==> src/design/stcpwm_pkg.sv <==
// Package for the standard timer with compare and PWM output.
// Assumes an APB master with 32-bit data and one aligned word per register.
package stcpwm_pkg;

    // =========================================================
    // Register map
    localparam logic [7:0] ADDR_CONTROL_ZERO = 8'h00;
    localparam logic [7:0] ADDR_CONTROL_ONE = 8'h04;
    localparam logic [7:0] ADDR_COUNTER_LOW = 8'h08;
    localparam logic [7:0] ADDR_COUNTER_HIGH = 8'h0C;
    localparam logic [7:0] ADDR_COMPARE_A_LOW = 8'h10;
    localparam logic [7:0] ADDR_COMPARE_A_HIGH = 8'h14;
    localparam logic [7:0] ADDR_COMPARE_P = 8'h18;
    localparam logic [7:0] ADDR_STATUS = 8'h1C;

    // =========================================================
    // Control zero fields
    localparam int CTL0_PAUSE_BIT = 7;
    localparam int CTL0_PRESCALE_HI = 5;
    localparam int CTL0_PRESCALE_LO = 4;
    localparam int CTL0_RUN_BIT = 3;

    // =========================================================
    // Status fields
    localparam int STAT_MATCH_A_BIT = 0;
    localparam int STAT_MATCH_P_BIT = 1;

    // =========================================================
    // Reset values
    localparam logic [7:0] RESET_BYTE = 8'h00;
    localparam logic [15:0] RESET_WORD = 16'h0000;
    localparam logic [7:0] PRESCALE_RESET = 8'h00;

    // =========================================================
    // Mode and pin action encodings
    localparam logic [1:0] MODE_COMPARE = 2'h0;
    localparam logic [1:0] MODE_CAPTURE = 2'h1;
    localparam logic [1:0] MODE_PWM = 2'h2;
    localparam logic [1:0] MODE_TIMER = 2'h3;
    localparam logic [1:0] ACT_HOLD = 2'h0;
    localparam logic [1:0] ACT_LOW = 2'h1;
    localparam logic [1:0] ACT_HIGH = 2'h2;
    localparam logic [1:0] ACT_TOGGLE = 2'h3;
    localparam logic [1:0] PWM_INACTIVE = 2'h0;
    localparam logic [1:0] PWM_ACTIVE = 2'h1;
    localparam logic [1:0] PWM_WAVE = 2'h2;

    // =========================================================
    // Types
    typedef struct packed {
        logic outputInvert;
        logic dutyPeriodSwap;
        logic clearSourceSelect;
        logic initialLevel;
        logic [1:0] pinAction;
        logic [1:0] modeSelect;
    } stcpwm_ctl_type;

    typedef struct packed {
        logic pready;
        logic pslverr;
        logic [31:0] prdata;
    } stcpwm_apb_resp_type;

endpackage

==> src/design/stcpwm_timer.sv <==
// Standard timer with two comparators, compare-match, timer and PWM modes.
// Assumes an APB master on clk and a pin driver outside that honours pinOe_n.
`timescale 1ns/1ps
module stcpwm_timer
    import stcpwm_pkg::*;
#(
    parameter int COUNT_WIDTH = 16
) (
    // Clock and reset
    input wire logic clk,
    input wire logic arst_n,
    // APB slave
    input wire logic psel,
    input wire logic penable,
    input wire logic pwrite,
    input wire logic [7:0] paddr,
    input wire logic [31:0] pwdata,
    output logic [31:0] prdata,
    output logic pready,
    output logic pslverr,
    // Timer output pin
    output logic timerOutputPin,
    output logic timerOutputPinOe_n,
    // Match event flags
    output logic matchAFlag,
    output logic matchPFlag
);

    // =========================================================
    // State
    typedef struct packed {
        stcpwm_ctl_type ctl;
        logic pause;
        logic [1:0] prescale;
        logic counterRun;
        logic runPrev;
        logic [5:0] divCount;
        logic [COUNT_WIDTH-1:0] count;
        logic [COUNT_WIDTH-1:0] compareA;
        logic [7:0] compareP;
        logic matchA;
        logic matchP;
        logic pinLevel;
        logic pinOut;
        logic pinOe_n;
        stcpwm_apb_resp_type resp;
    } stcpwm_state_type;

    stcpwm_state_type s_q;
    stcpwm_state_type s_d;

    // =========================================================
    // Combinational helpers
    logic [COUNT_WIDTH:0] incCount;
    logic tick;
    logic runRise;
    logic hitA;
    logic hitP;
    logic pwmMode;
    logic captureMode;
    logic [COUNT_WIDTH:0] periodLen;
    logic [COUNT_WIDTH:0] dutyLen;
    logic [COUNT_WIDTH:0] pLen;
    logic pwmActive;
    logic [7:0] rdByte;
    logic mapped;
    logic clrA;
    logic clrP;
    logic wrStatus;
    logic [1:0] setFlags;
    logic waveLevel;

    always_comb begin
        s_d = s_q;
        // Prescaler divides clk by 1, 4, 16 or 64 to form the timer tick.
        s_d.divCount = s_q.divCount + 6'h01;
        case (s_q.prescale)
            2'h0: tick = 1'b1;
            2'h1: tick = (s_q.divCount[1:0] == 2'h3);
            2'h2: tick = (s_q.divCount[3:0] == 4'hF);
            default: tick = (s_q.divCount == 6'h3F);
        endcase
        tick = tick && s_q.counterRun && !s_q.pause;
        runRise = s_q.counterRun && !s_q.runPrev;
        s_d.runPrev = s_q.counterRun;
        pwmMode = (s_q.ctl.modeSelect == MODE_PWM);
        captureMode = (s_q.ctl.modeSelect == MODE_CAPTURE);

        // Match detection on the value the counter is about to take.
        incCount = {1'b0, s_q.count} + {{COUNT_WIDTH{1'b0}}, 1'b1};
        hitA = (incCount[COUNT_WIDTH-1:0] == s_q.compareA) && (s_q.compareA != RESET_WORD);
        if (s_q.compareP == RESET_BYTE) begin
            hitP = incCount[COUNT_WIDTH];
        end else begin
            hitP = (incCount[COUNT_WIDTH-1:0] == {s_q.compareP, 8'h00});
        end

        // Period and duty lengths for PWM.
        pLen = (s_q.compareP == RESET_BYTE) ? {1'b1, {COUNT_WIDTH{1'b0}}} :
            {1'b0, s_q.compareP, 8'h00};
        if (s_q.ctl.dutyPeriodSwap) begin
            periodLen = {1'b0, s_q.compareA};
            dutyLen = pLen;
        end else begin
            periodLen = pLen;
            dutyLen = {1'b0, s_q.compareA};
        end
        pwmActive = ({1'b0, s_q.count} < dutyLen) || (dutyLen >= periodLen);

        // Counter: run rise clears, pause and stop hold.
        clrA = 1'b0;
        clrP = 1'b0;
        setFlags = 2'h0;
        if (runRise) begin
            s_d.count = RESET_WORD;
        end else if (tick) begin
            if (pwmMode) begin
                clrA = s_q.ctl.dutyPeriodSwap && hitA;
                clrP = !s_q.ctl.dutyPeriodSwap && hitP;
                setFlags = {hitP, hitA};
            end else if (captureMode) begin
                clrP = hitP;
                setFlags = {hitP, 1'b0};
            end else if (s_q.ctl.clearSourceSelect) begin
                clrA = hitA;
                setFlags = {1'b0, hitA};
            end else begin
                clrP = hitP;
                setFlags = {hitP, hitA};
            end
            if (clrA || clrP) begin
                s_d.count = RESET_WORD;
            end else begin
                s_d.count = incCount[COUNT_WIDTH-1:0];
            end
        end

        // Pin level in compare-match and PWM modes.
        if (runRise) begin
            s_d.pinLevel = s_q.ctl.initialLevel;
        end else if (tick && hitA && !pwmMode && !captureMode) begin
            case (s_q.ctl.pinAction)
                ACT_LOW: s_d.pinLevel = 1'b0;
                ACT_HIGH: s_d.pinLevel = 1'b1;
                ACT_TOGGLE: s_d.pinLevel = !s_q.pinLevel;
                default: s_d.pinLevel = s_q.pinLevel;
            endcase
        end
        case (s_q.ctl.pinAction)
            PWM_INACTIVE: waveLevel = !s_q.ctl.initialLevel;
            PWM_ACTIVE: waveLevel = s_q.ctl.initialLevel;
            PWM_WAVE: waveLevel = pwmActive ? s_q.ctl.initialLevel : !s_q.ctl.initialLevel;
            default: waveLevel = !s_q.ctl.initialLevel;
        endcase
        case (s_q.ctl.modeSelect)
            MODE_COMPARE: begin
                s_d.pinOut = s_d.pinLevel ^ s_q.ctl.outputInvert;
                s_d.pinOe_n = 1'b0;
            end
            MODE_PWM: begin
                s_d.pinOut = waveLevel ^ s_q.ctl.outputInvert;
                s_d.pinOe_n = 1'b0;
            end
            default: begin
                s_d.pinOut = 1'b0;
                s_d.pinOe_n = 1'b1;
            end
        endcase

        // APB: one wait state, answer registered, write at the ready edge.
        mapped = 1'b1;
        case (paddr)
            ADDR_CONTROL_ZERO: rdByte = {s_q.pause, 1'b0, s_q.prescale, s_q.counterRun, 3'h0};
            ADDR_CONTROL_ONE: rdByte = {s_q.ctl.modeSelect, s_q.ctl.pinAction, s_q.ctl.initialLevel,
                s_q.ctl.outputInvert, s_q.ctl.dutyPeriodSwap, s_q.ctl.clearSourceSelect};
            ADDR_COUNTER_LOW: rdByte = s_q.count[7:0];
            ADDR_COUNTER_HIGH: rdByte = s_q.count[15:8];
            ADDR_COMPARE_A_LOW: rdByte = s_q.compareA[7:0];
            ADDR_COMPARE_A_HIGH: rdByte = s_q.compareA[15:8];
            ADDR_COMPARE_P: rdByte = s_q.compareP;
            ADDR_STATUS: rdByte = {6'h00, s_q.matchP, s_q.matchA};
            default: begin
                rdByte = RESET_BYTE;
                mapped = 1'b0;
            end
        endcase
        wrStatus = 1'b0;
        if (psel && penable && !s_q.resp.pready) begin
            s_d.resp.pready = 1'b1;
            s_d.resp.pslverr = !mapped;
            s_d.resp.prdata = pwrite ? 32'h0000_0000 : {24'h000000, rdByte};
        end else begin
            s_d.resp.pready = 1'b0;
            s_d.resp.pslverr = 1'b0;
            if (psel && penable && pwrite && mapped) begin
                case (paddr)
                    ADDR_CONTROL_ZERO: begin
                        s_d.pause = pwdata[CTL0_PAUSE_BIT];
                        s_d.prescale = pwdata[CTL0_PRESCALE_HI:CTL0_PRESCALE_LO];
                        s_d.counterRun = pwdata[CTL0_RUN_BIT];
                    end
                    ADDR_CONTROL_ONE: begin
                        s_d.ctl.modeSelect = pwdata[7:6];
                        s_d.ctl.pinAction = pwdata[5:4];
                        s_d.ctl.initialLevel = pwdata[3];
                        s_d.ctl.outputInvert = pwdata[2];
                        s_d.ctl.dutyPeriodSwap = pwdata[1];
                        s_d.ctl.clearSourceSelect = pwdata[0];
                    end
                    ADDR_COMPARE_A_LOW: s_d.compareA[7:0] = pwdata[7:0];
                    ADDR_COMPARE_A_HIGH: s_d.compareA[15:8] = pwdata[7:0];
                    ADDR_COMPARE_P: s_d.compareP = pwdata[7:0];
                    ADDR_STATUS: wrStatus = 1'b1;
                    default: wrStatus = 1'b0;
                endcase
            end
        end

        // Sticky flags: write one clears, a new match in the same cycle wins.
        s_d.matchA = (s_q.matchA && !(wrStatus && pwdata[STAT_MATCH_A_BIT])) || setFlags[0];
        s_d.matchP = (s_q.matchP && !(wrStatus && pwdata[STAT_MATCH_P_BIT])) || setFlags[1];
    end

    // =========================================================
    // Registers
    always_ff @(posedge clk or negedge arst_n) begin
        if (!arst_n) begin
            s_q <= '0;
            s_q.pinOe_n <= 1'b1;
        end else begin
            s_q <= s_d;
        end
    end

    // =========================================================
    // Outputs
    assign prdata = s_q.resp.prdata;
    assign pready = s_q.resp.pready;
    assign pslverr = s_q.resp.pslverr;
    assign timerOutputPin = s_q.pinOut;
    assign timerOutputPinOe_n = s_q.pinOe_n;
    assign matchAFlag = s_q.matchA;
    assign matchPFlag = s_q.matchP;

endmodule

==> config.mk <==
export PLATFORM = sky130hd
export DESIGN_NAME = stcpwm_timer
export DESIGN_NICKNAME = d
export VERILOG_FILES = /design/src/design/stcpwm_pkg.sv /design/src/design/stcpwm_timer.sv
export SDC_FILE = /design/constraint.sdc
export NUM_CORES = 1
export LEC_CHECK = 0
export BUFFER_PORTS_ARGS = -buffer_cell sky130_fd_sc_hd__buf_2
export CAP_MARGIN = 25
export CORE_MARGIN = 2
export CORE_UTILIZATION = 25
export DETAILED_ROUTE_END_ITERATION = 16
export PLACE_DENSITY = 0.4
export SYNTH_ARGS = -nofsm -noshare
export SYNTH_HDL_FRONTEND = slang
export SYNTH_SLANG_ARGS = --single-unit
==> constraint.sdc <==
create_clock -name clk -period 4.35 [get_ports clk]
set_input_delay 0.435 -clock clk [delete_from_list [all_inputs] [get_ports clk]]
set_output_delay 0.435 -clock clk [all_outputs]
set_load 0.02 [all_outputs]
==> results of run 1 <==
-- synth_stat cells (all sizes together) (4+ instances only) --
cell | count | area, µm²
dfrtp | 73 | 1830
buf | 54 | 389
mux2 | 43 | 488
nand2 | 39 | 146
nand3 | 29 | 155
o21ai | 25 | 125
ha | 24 | 300
inv | 23 | 86.3
nor2 | 23 | 88.8
a21oi | 21 | 105
clkbuf | 19 | 71.3
a22oi | 18 | 135
xnor2 | 18 | 158
nor4 | 17 | 146
a31oi | 13 | 81.3
mux2i | 13 | 130
nand4 | 13 | 124
xor2 | 13 | 114
nor2b | 12 | 75.1
nor3 | 12 | 60.1
nand2b | 10 | 62.6
a22o | 9 | 78.8
a211oi | 8 | 60.1
and3 | 7 | 43.8
a222oi | 6 | 60.1
and2 | 6 | 37.5
nor3b | 6 | 45.0
a21boi | 4 | 30.0
a21o | 4 | 30.0
and4 | 4 | 35.0
nand3b | 4 | 30.0
-- registers in the layout (all words and copies together), names as in the netlist --
signal,count
matchAFlag,1
matchPFlag,1
prdata,8
pready,1
pslverr,1
s_d,1
s_q,59
timerOutputPin,1
timerOutputPinOe_n,1
-- layout by cell type (no fill, tap or decap), drive strengths merged, types with 4 or more instances in the layout --
master   n
mux2i   13
nand2   39
a21oi   21
and4     4
a222oi   6
nand2b  10
conb    24
a31oi   13
a21o     4
a211oi   8
xnor2   18
and3     7
nor2    23
clkbuf  10
inv     25
a21boi   4
a22oi   18
o21ai   25
nor2b   12
nand3   29
nor3b    6
a22o     9
nor3    12
ha      24
nor4    17
buf     46
and2     6
mux2    43
nand3b   4
nand4   13
xor2    13
dfrtp   73
-- power groups by stage --
stage	registers [mW]	clock network [mW]	logic, mW
5_1_grt	0.689	0.908	0.0695
3_3_place_gp	0.703	0	0.0581
2_1_floorplan	0.704	0	0.0415
4_1_cts	0.690	0.886	0.0595
6_report	0.690	0.862	0.0614
3_5_place_dp	0.703	0	0.0595
-- layer usage --
| layer | up-vias | track usage (%) |
|---|---|---|
| li1 | 2261 | - |
| met1 | 2462 | 22.5 |
| met2 | 150 | 23.7 |
| met3 | 24 | 3.11 |
| met4 | 0 | 4.37 |
| met5 | - | 0 |
-- final timing paths --
path / cells after the start / endpoint
min in group clk: 2 / s_q[57]
hold / removal: 1 / s_q[76]
max in group asynchronous: 2 / timerOutputPinOe_n
setup reg to reg: 9 / timerOutputPin
hold reg to reg: 1 / s_q[79]
setup / recovery: 9 / timerOutputPin
-- through the flow --
| stage | cells | instance area (µm²) | power [mW] | util (%) |
|---|---|---|---|---|
| after global placement | 899 | 6030 | 0.761 | 26.6 |
| after global routing | 916 | 6390 | 1.67 | 28.2 |
| after CTS | 915 | 6370 | 1.63 | 28.1 |
| final | 916 | 6390 | 1.61 | 28.2 |
| after floorplan | 642 | 5860 | 0.746 | - |
| after detailed placement | 899 | 6030 | 0.762 | 26.6 |
-- cell type report --
type / count / area [µm²] / share of cell area [%]
tap: 285 / 357 / 5.58
inverter: 24 / 90.1 / 1.41
clock inverter: 6 / 97.6 / 1.53
clock buffer: 10 / 239 / 3.74
multi-input combinational: 471 / 3460 / 54.2
timing repair buffer: 46 / 295 / 4.62
sequential: 74 / 1850 / 29.0
-- logic make-up (layout without fill, tap and decap cells) --
group | Yosys count | in the layout | share of synthesized area [%]
other cells | 1 | 24 | 0.0649
xor+xnor | 33 | 33 | 5.48
simple gates | 193 | 193 | 19.8
mux | 56 | 56 | 10.7
compound gates | 140 | 140 | 16.9
buf+inv | 97 | 86 | 9.53
fa+ha+maj | 25 | 25 | 5.37
flops | 74 | 74 | 32.1
-- critical path: cells and delay by family, from the launching register on --
| kind | cells | cell delay, ns |
|---|---|---|
| compound gates | 2 | 0.37 |
| flops | 1 | 0.65 |
| simple gates | 7 | 2.45 |
==> flow_summary.ini, run 1 <==
[outcome]
status = finished with violations
violations = hold timing

[detailed_routing]
vias = 4897
wl_met2_um = 8140
ant_nets = 0
drt_iter0_markers = 366
vias_per_cell = 5.35
top_layer = met4
drc = 0
avgRoutedWirePerCell_um = 20.2
drt-total-wl_um = 18500
first_pass_iters = 5
wl_met1_um = 9030
route.met3.wl_um = 961

[grt]
grt_pass1_vias = 4752
grt_max_degree = 75
overflow = 0
grt_usage_pct = 15.6
grt_pass1_wl_um = 28800
antenna_found_initial = 0

[run]
maxCapViolations = 0

[floorplan]
rows = 55
io_pins = 83
dieArea_um2 = 24300
die_height_um = 156
core_um2 = 22600
initial_core_util_pct = 25.5
die_w_um = 156

[timing]
period_share_pct = 82.6
hold_ws_ns = -0.0181
period_minus_slack_ns = 3.59
drv_slew = 0
fmax_mhz = 278
relSlewSlack_pct = 28.6
rsz0062_at_grt = false
worst_slack_ns = 0.758
tightestPinTransition_ns = 1.06
clock_skew_ns = 0.0133
hold_violations = 13
tns_ns = 0
setup_viol = 0

[synthesis]
synth-edff-count = 0
syn-cell-area_um2 = 5780
synth_cell_type_count = 74
seq_area_frac_synth_pct = 32.1
syn_inst = 619
synth_seq_cells = 74
synth.yosys.warnings = 0
synth_flop_cell = dfrtp_1
async_flop_share_pct = 100
syn_avg_cell_area_um2 = 9.33

[finish]
num_antenna_cells = 0
syn_to_final_growth_pct = 10.7
final_nets = 695
final_layout_size_suffix_gt1_share_pct = 19.7
fillCellCount = 2378

[clock_network]
numCtsBuffers = 9
cts-resized-gates = 0
ctsHoldBuffers = 0
root_buffer = clkbuf_16
h-tree-depth = 3
post_cts_buffers = 0
path_clk_slew_ns = 0.07
tritoncts = built
insertion_delay_ns = 0.36
cts_sinks = 74
cts_buffer_depth = 2

[power]
p_seq_share_pct = 42.8
p_sw_share_pct = 23.9
p_switching_mw = 0.385
power_density_nw_per_um2 = 252
p_leak_nw = 2.80
p_int_mw = 1.23
combPwrFrac_pct = 3.8
pwr-share-clk_pct = 53.4
ir_drop_mv = 0.230

[worst_setup_path]
slowest_delay_ns = 0.65
reg2reg_slack_ns = 0.76
critical-path-slowest-cell = dfrtp_1
startpoint_type = flip-flop
worstPathCellList = nand2_1 > nor4_2 > nor3b_1 > a211oi_1 > nand4_2 > or4_4 > nand3_2 > a21oi_1 > or4b_1
crit_fanout = 10
crit_path_end_kind = flip-flop
r2r-start = s_q[71]
crit_start = s_q[71]
critPathRequiredTime_ns = 4.57
crit_type = reg2reg
cp.arrival_ns = 3.81

[place]
numPortBuffers = 34
place_hpwl_um = 13700
place.gp.congestion = 0.897
post-place-ws_ns = 0.845

[hold_path]
hold_class = in2async
(Power assumes the default switching activity.)
==> inputs of run 2 (changes only) <==
ABC_AREA = 1   (was default)
PLACE_DENSITY = 0.41   (was 0.4)
clock period = 3.62 ns   (was 4.35 ns; I/O delays follow)
==> run 2 against run 1 <==
Against the previous run:
- the run now ends clean
- maximum frequency is 18% higher
- critical path depth is 6 higher
- sequential power grew 20%
- design area fell by 4.5%
- wire length is 2.3% higher
- sequential share of layout area up 1.4 points
- via count grew 5.4%
- synthesized cell count increased by 26%
- clock-buffer cell count up 2
- power increased by 10%
- clock power is 1% higher
- highest routed layer unchanged
==> flow_summary.ini, run 2 <==
[synthesis]
synthTopCellsByCount = nand2_1 (211), inv_1 (103), o21ai_0 (75)
syn_avg_cell_area_um2 = 6.98
yosys.cell_count.top_type = nand2_1
synth_top_area_share_pct = 33.6
netlist_top_cells_area = dfrtp_1 (34%), nand2_1 (15%), inv_1 (7.1%)
seq_area_frac_synth_pct = 34.1
synth_top_family_by_area = simple AND/OR/NAND/NOR gates
synth_mux_area_share_pct = 0
async_flop_share_pct = 100
synth_adder_area_share_pct = 5.52
synth_seq_cells = 74
synthSimpleGateAreaFrac_pct = 30.7
synth-compound-area-share_pct = 15.5
synth.yosys.warnings = 0
synth.largest_area_cell = dfrtp_1
synth-edff-count = 0
synth_flop_cell = dfrtp_1
synth_xor_area_share_pct = 1.29
synth_cell_type_count = 43
syn_inst = 780
syn-cell-area_um2 = 5440

[detailed_routing]
avgRoutedWirePerCell_um = 17.3
drc = 0
drt_iter0_markers = 416
ant_nets = 0
drt-total-wl_um = 18900
first_pass_iters = 5
vias = 5161
vias_per_cell = 4.73

[clock_network]
numCtsBuffers = 9
insertion_delay_ns = 0.35
cts_sinks = 74
h-tree-depth = 3
tritoncts = built
path_clk_slew_ns = 0.06
post_cts_buffers = 0
cts_buffer_depth = 2
root_buffer = clkbuf_16

[worst_setup_path]
crit_fanout = 12
crit_buf_inv = 1
crit_cells = 15
critical-path-slowest-cell = dfrtp_1
crit_path_end_kind = flip-flop
cp.arrival_ns = 3.26
worstPathCellList = ha_1 > nand2_1 > nor2_4 > nand2_1 > nand2_1 > nand2_1 > nand2_1 > nand4_1 > nor4_1 > nand3_1 > nand2_1 > nand3_1 > o211ai_2 > buf_8 > o21ai_0
crit_family = simple AND/OR/NAND/NOR gates
startpoint_type = flip-flop
slowest_delay_ns = 0.49
reg2reg_depth = 15
crit_top_cell = nand2_1
critPathRequiredTime_ns = 3.85
crit_type = reg2reg

[run]
maxCapViolations = 0

[timing]
tns_ns = 0
setup_viol = 0
clock_skew_ns = 0.00966
rsz0062_at_grt = false
drv_slew = 0
tightestPinTransition_ns = 0.838
relSlewSlack_pct = 43.7
period_share_pct = 83.8
hold_violations = 0
fmax_mhz = 330
period_minus_slack_ns = 3.03

[finish]
final_nets = 879
final_layout_size_suffix_gt1_share_pct = 10.6
mostFrequentLayoutCell = nand2_1
layout_common_cells = nand2_1 (211), inv_1 (103), o21ai_0 (75), dfrtp_1 (73), nand3_1 (66)
regMostFlops = s_q
num_antenna_cells = 0
largest_reg_flops = 59
syn_to_final_growth_pct = 12.2

[place]
place.gp.congestion = 0.894
place_hpwl_um = 14900
numPortBuffers = 34

[hold_path]
hold_class = in2reg
hold-path-cell-count = 3

[floorplan]
die_w_um = 152
io_pins = 83
die_height_um = 152
core_um2 = 21200
dieArea_um2 = 23000
rows = 53
initial_core_util_pct = 25.6

[power]
power_density_nw_per_um2 = 291
p_leak_nw = 2.79
power_mw = 1.78
ir_drop_mv = 0.195

[grt]
grt_pass1_wl_um = 29000
antenna_found_initial = 0
grt_pass1_vias = 4866
overflow = 0
grt_usage_pct = 17.1
grt_max_degree = 75

[outcome]
status = finished clean
-- run 2: where the power goes --
group | switching (mW) | internal [mW]
sequential | 0.000734 | 0.829
combinational | 0.0619 | 0.0162
clock | 0.371 | 0.501
-- run 2: worst paths after layout --
kind | startpoint | endpoint | slack, ns
min reg2reg | s_q[79] | s_q[79] | 0.45
max reg2reg | s_q[64] | s_q[67] | 0.59
min | penable | pready | 0.29
max | s_q[64] | s_q[67] | 0.59
max in group asynchronous | arst_n | timerOutputPinOe_n | 2.55
min in group asynchronous | arst_n | s_q[71] | 0.43
-- run 2: logic make-up after synthesis --
family | Yosys count
other | 1
xor gates and xnor gates | 8
buffers and inverters | 150
AOI/OAI and AO/OA | 140
and+or+nand+nor | 383
adders and majority gates | 24
DFF | 74
-- run 2: metal layers --
layer / vias up / routed length, µm / GRT usage [%]
li1: 2579 / - / -
met1: 2419 / 9260 / 24.3
met2: 134 / 8420 / 26.9
met3: 29 / 741 / 2.25
met4: 0 / 489 / 5.51
met5: - / 0 / 0
-- run 2: final cells by class --
cell class,instances,area (µm²)
clock buffers,12,256
fillers,2379,15100
clock inverters,4,26.3
inverters,105,394
well taps,275,344
repair buffers,41,255
flip-flops and latches,74,1850
multi-input cells,579,2980
-- run 2: repair_timing --
action,CTS,global route
hold endpoints to repair,0,14
hold buffers,0,1
gates resized for setup,0,0
-- run 2: tightest hold or removal path, cell delays in order --
cell	delay, ns
buf_2	0.09
nand2_1	0.06
nor2_1	0.06
-- run 2: per-stage QoR --
stage	hold WS (ns)	instances	area (µm²)	util, %	setup WS [ns]
final	0.285	1090	6100	28.8	0.585
after global routing	0.313	1090	6100	28.8	0.292
after CTS	0.230	1088	6070	28.6	0.589
after detailed placement	0.454	1072	5780	27.3	0.598
after global placement	0.445	1071	5770	27.2	0.353
after floorplan	0.0664	803	5530	-	0.964
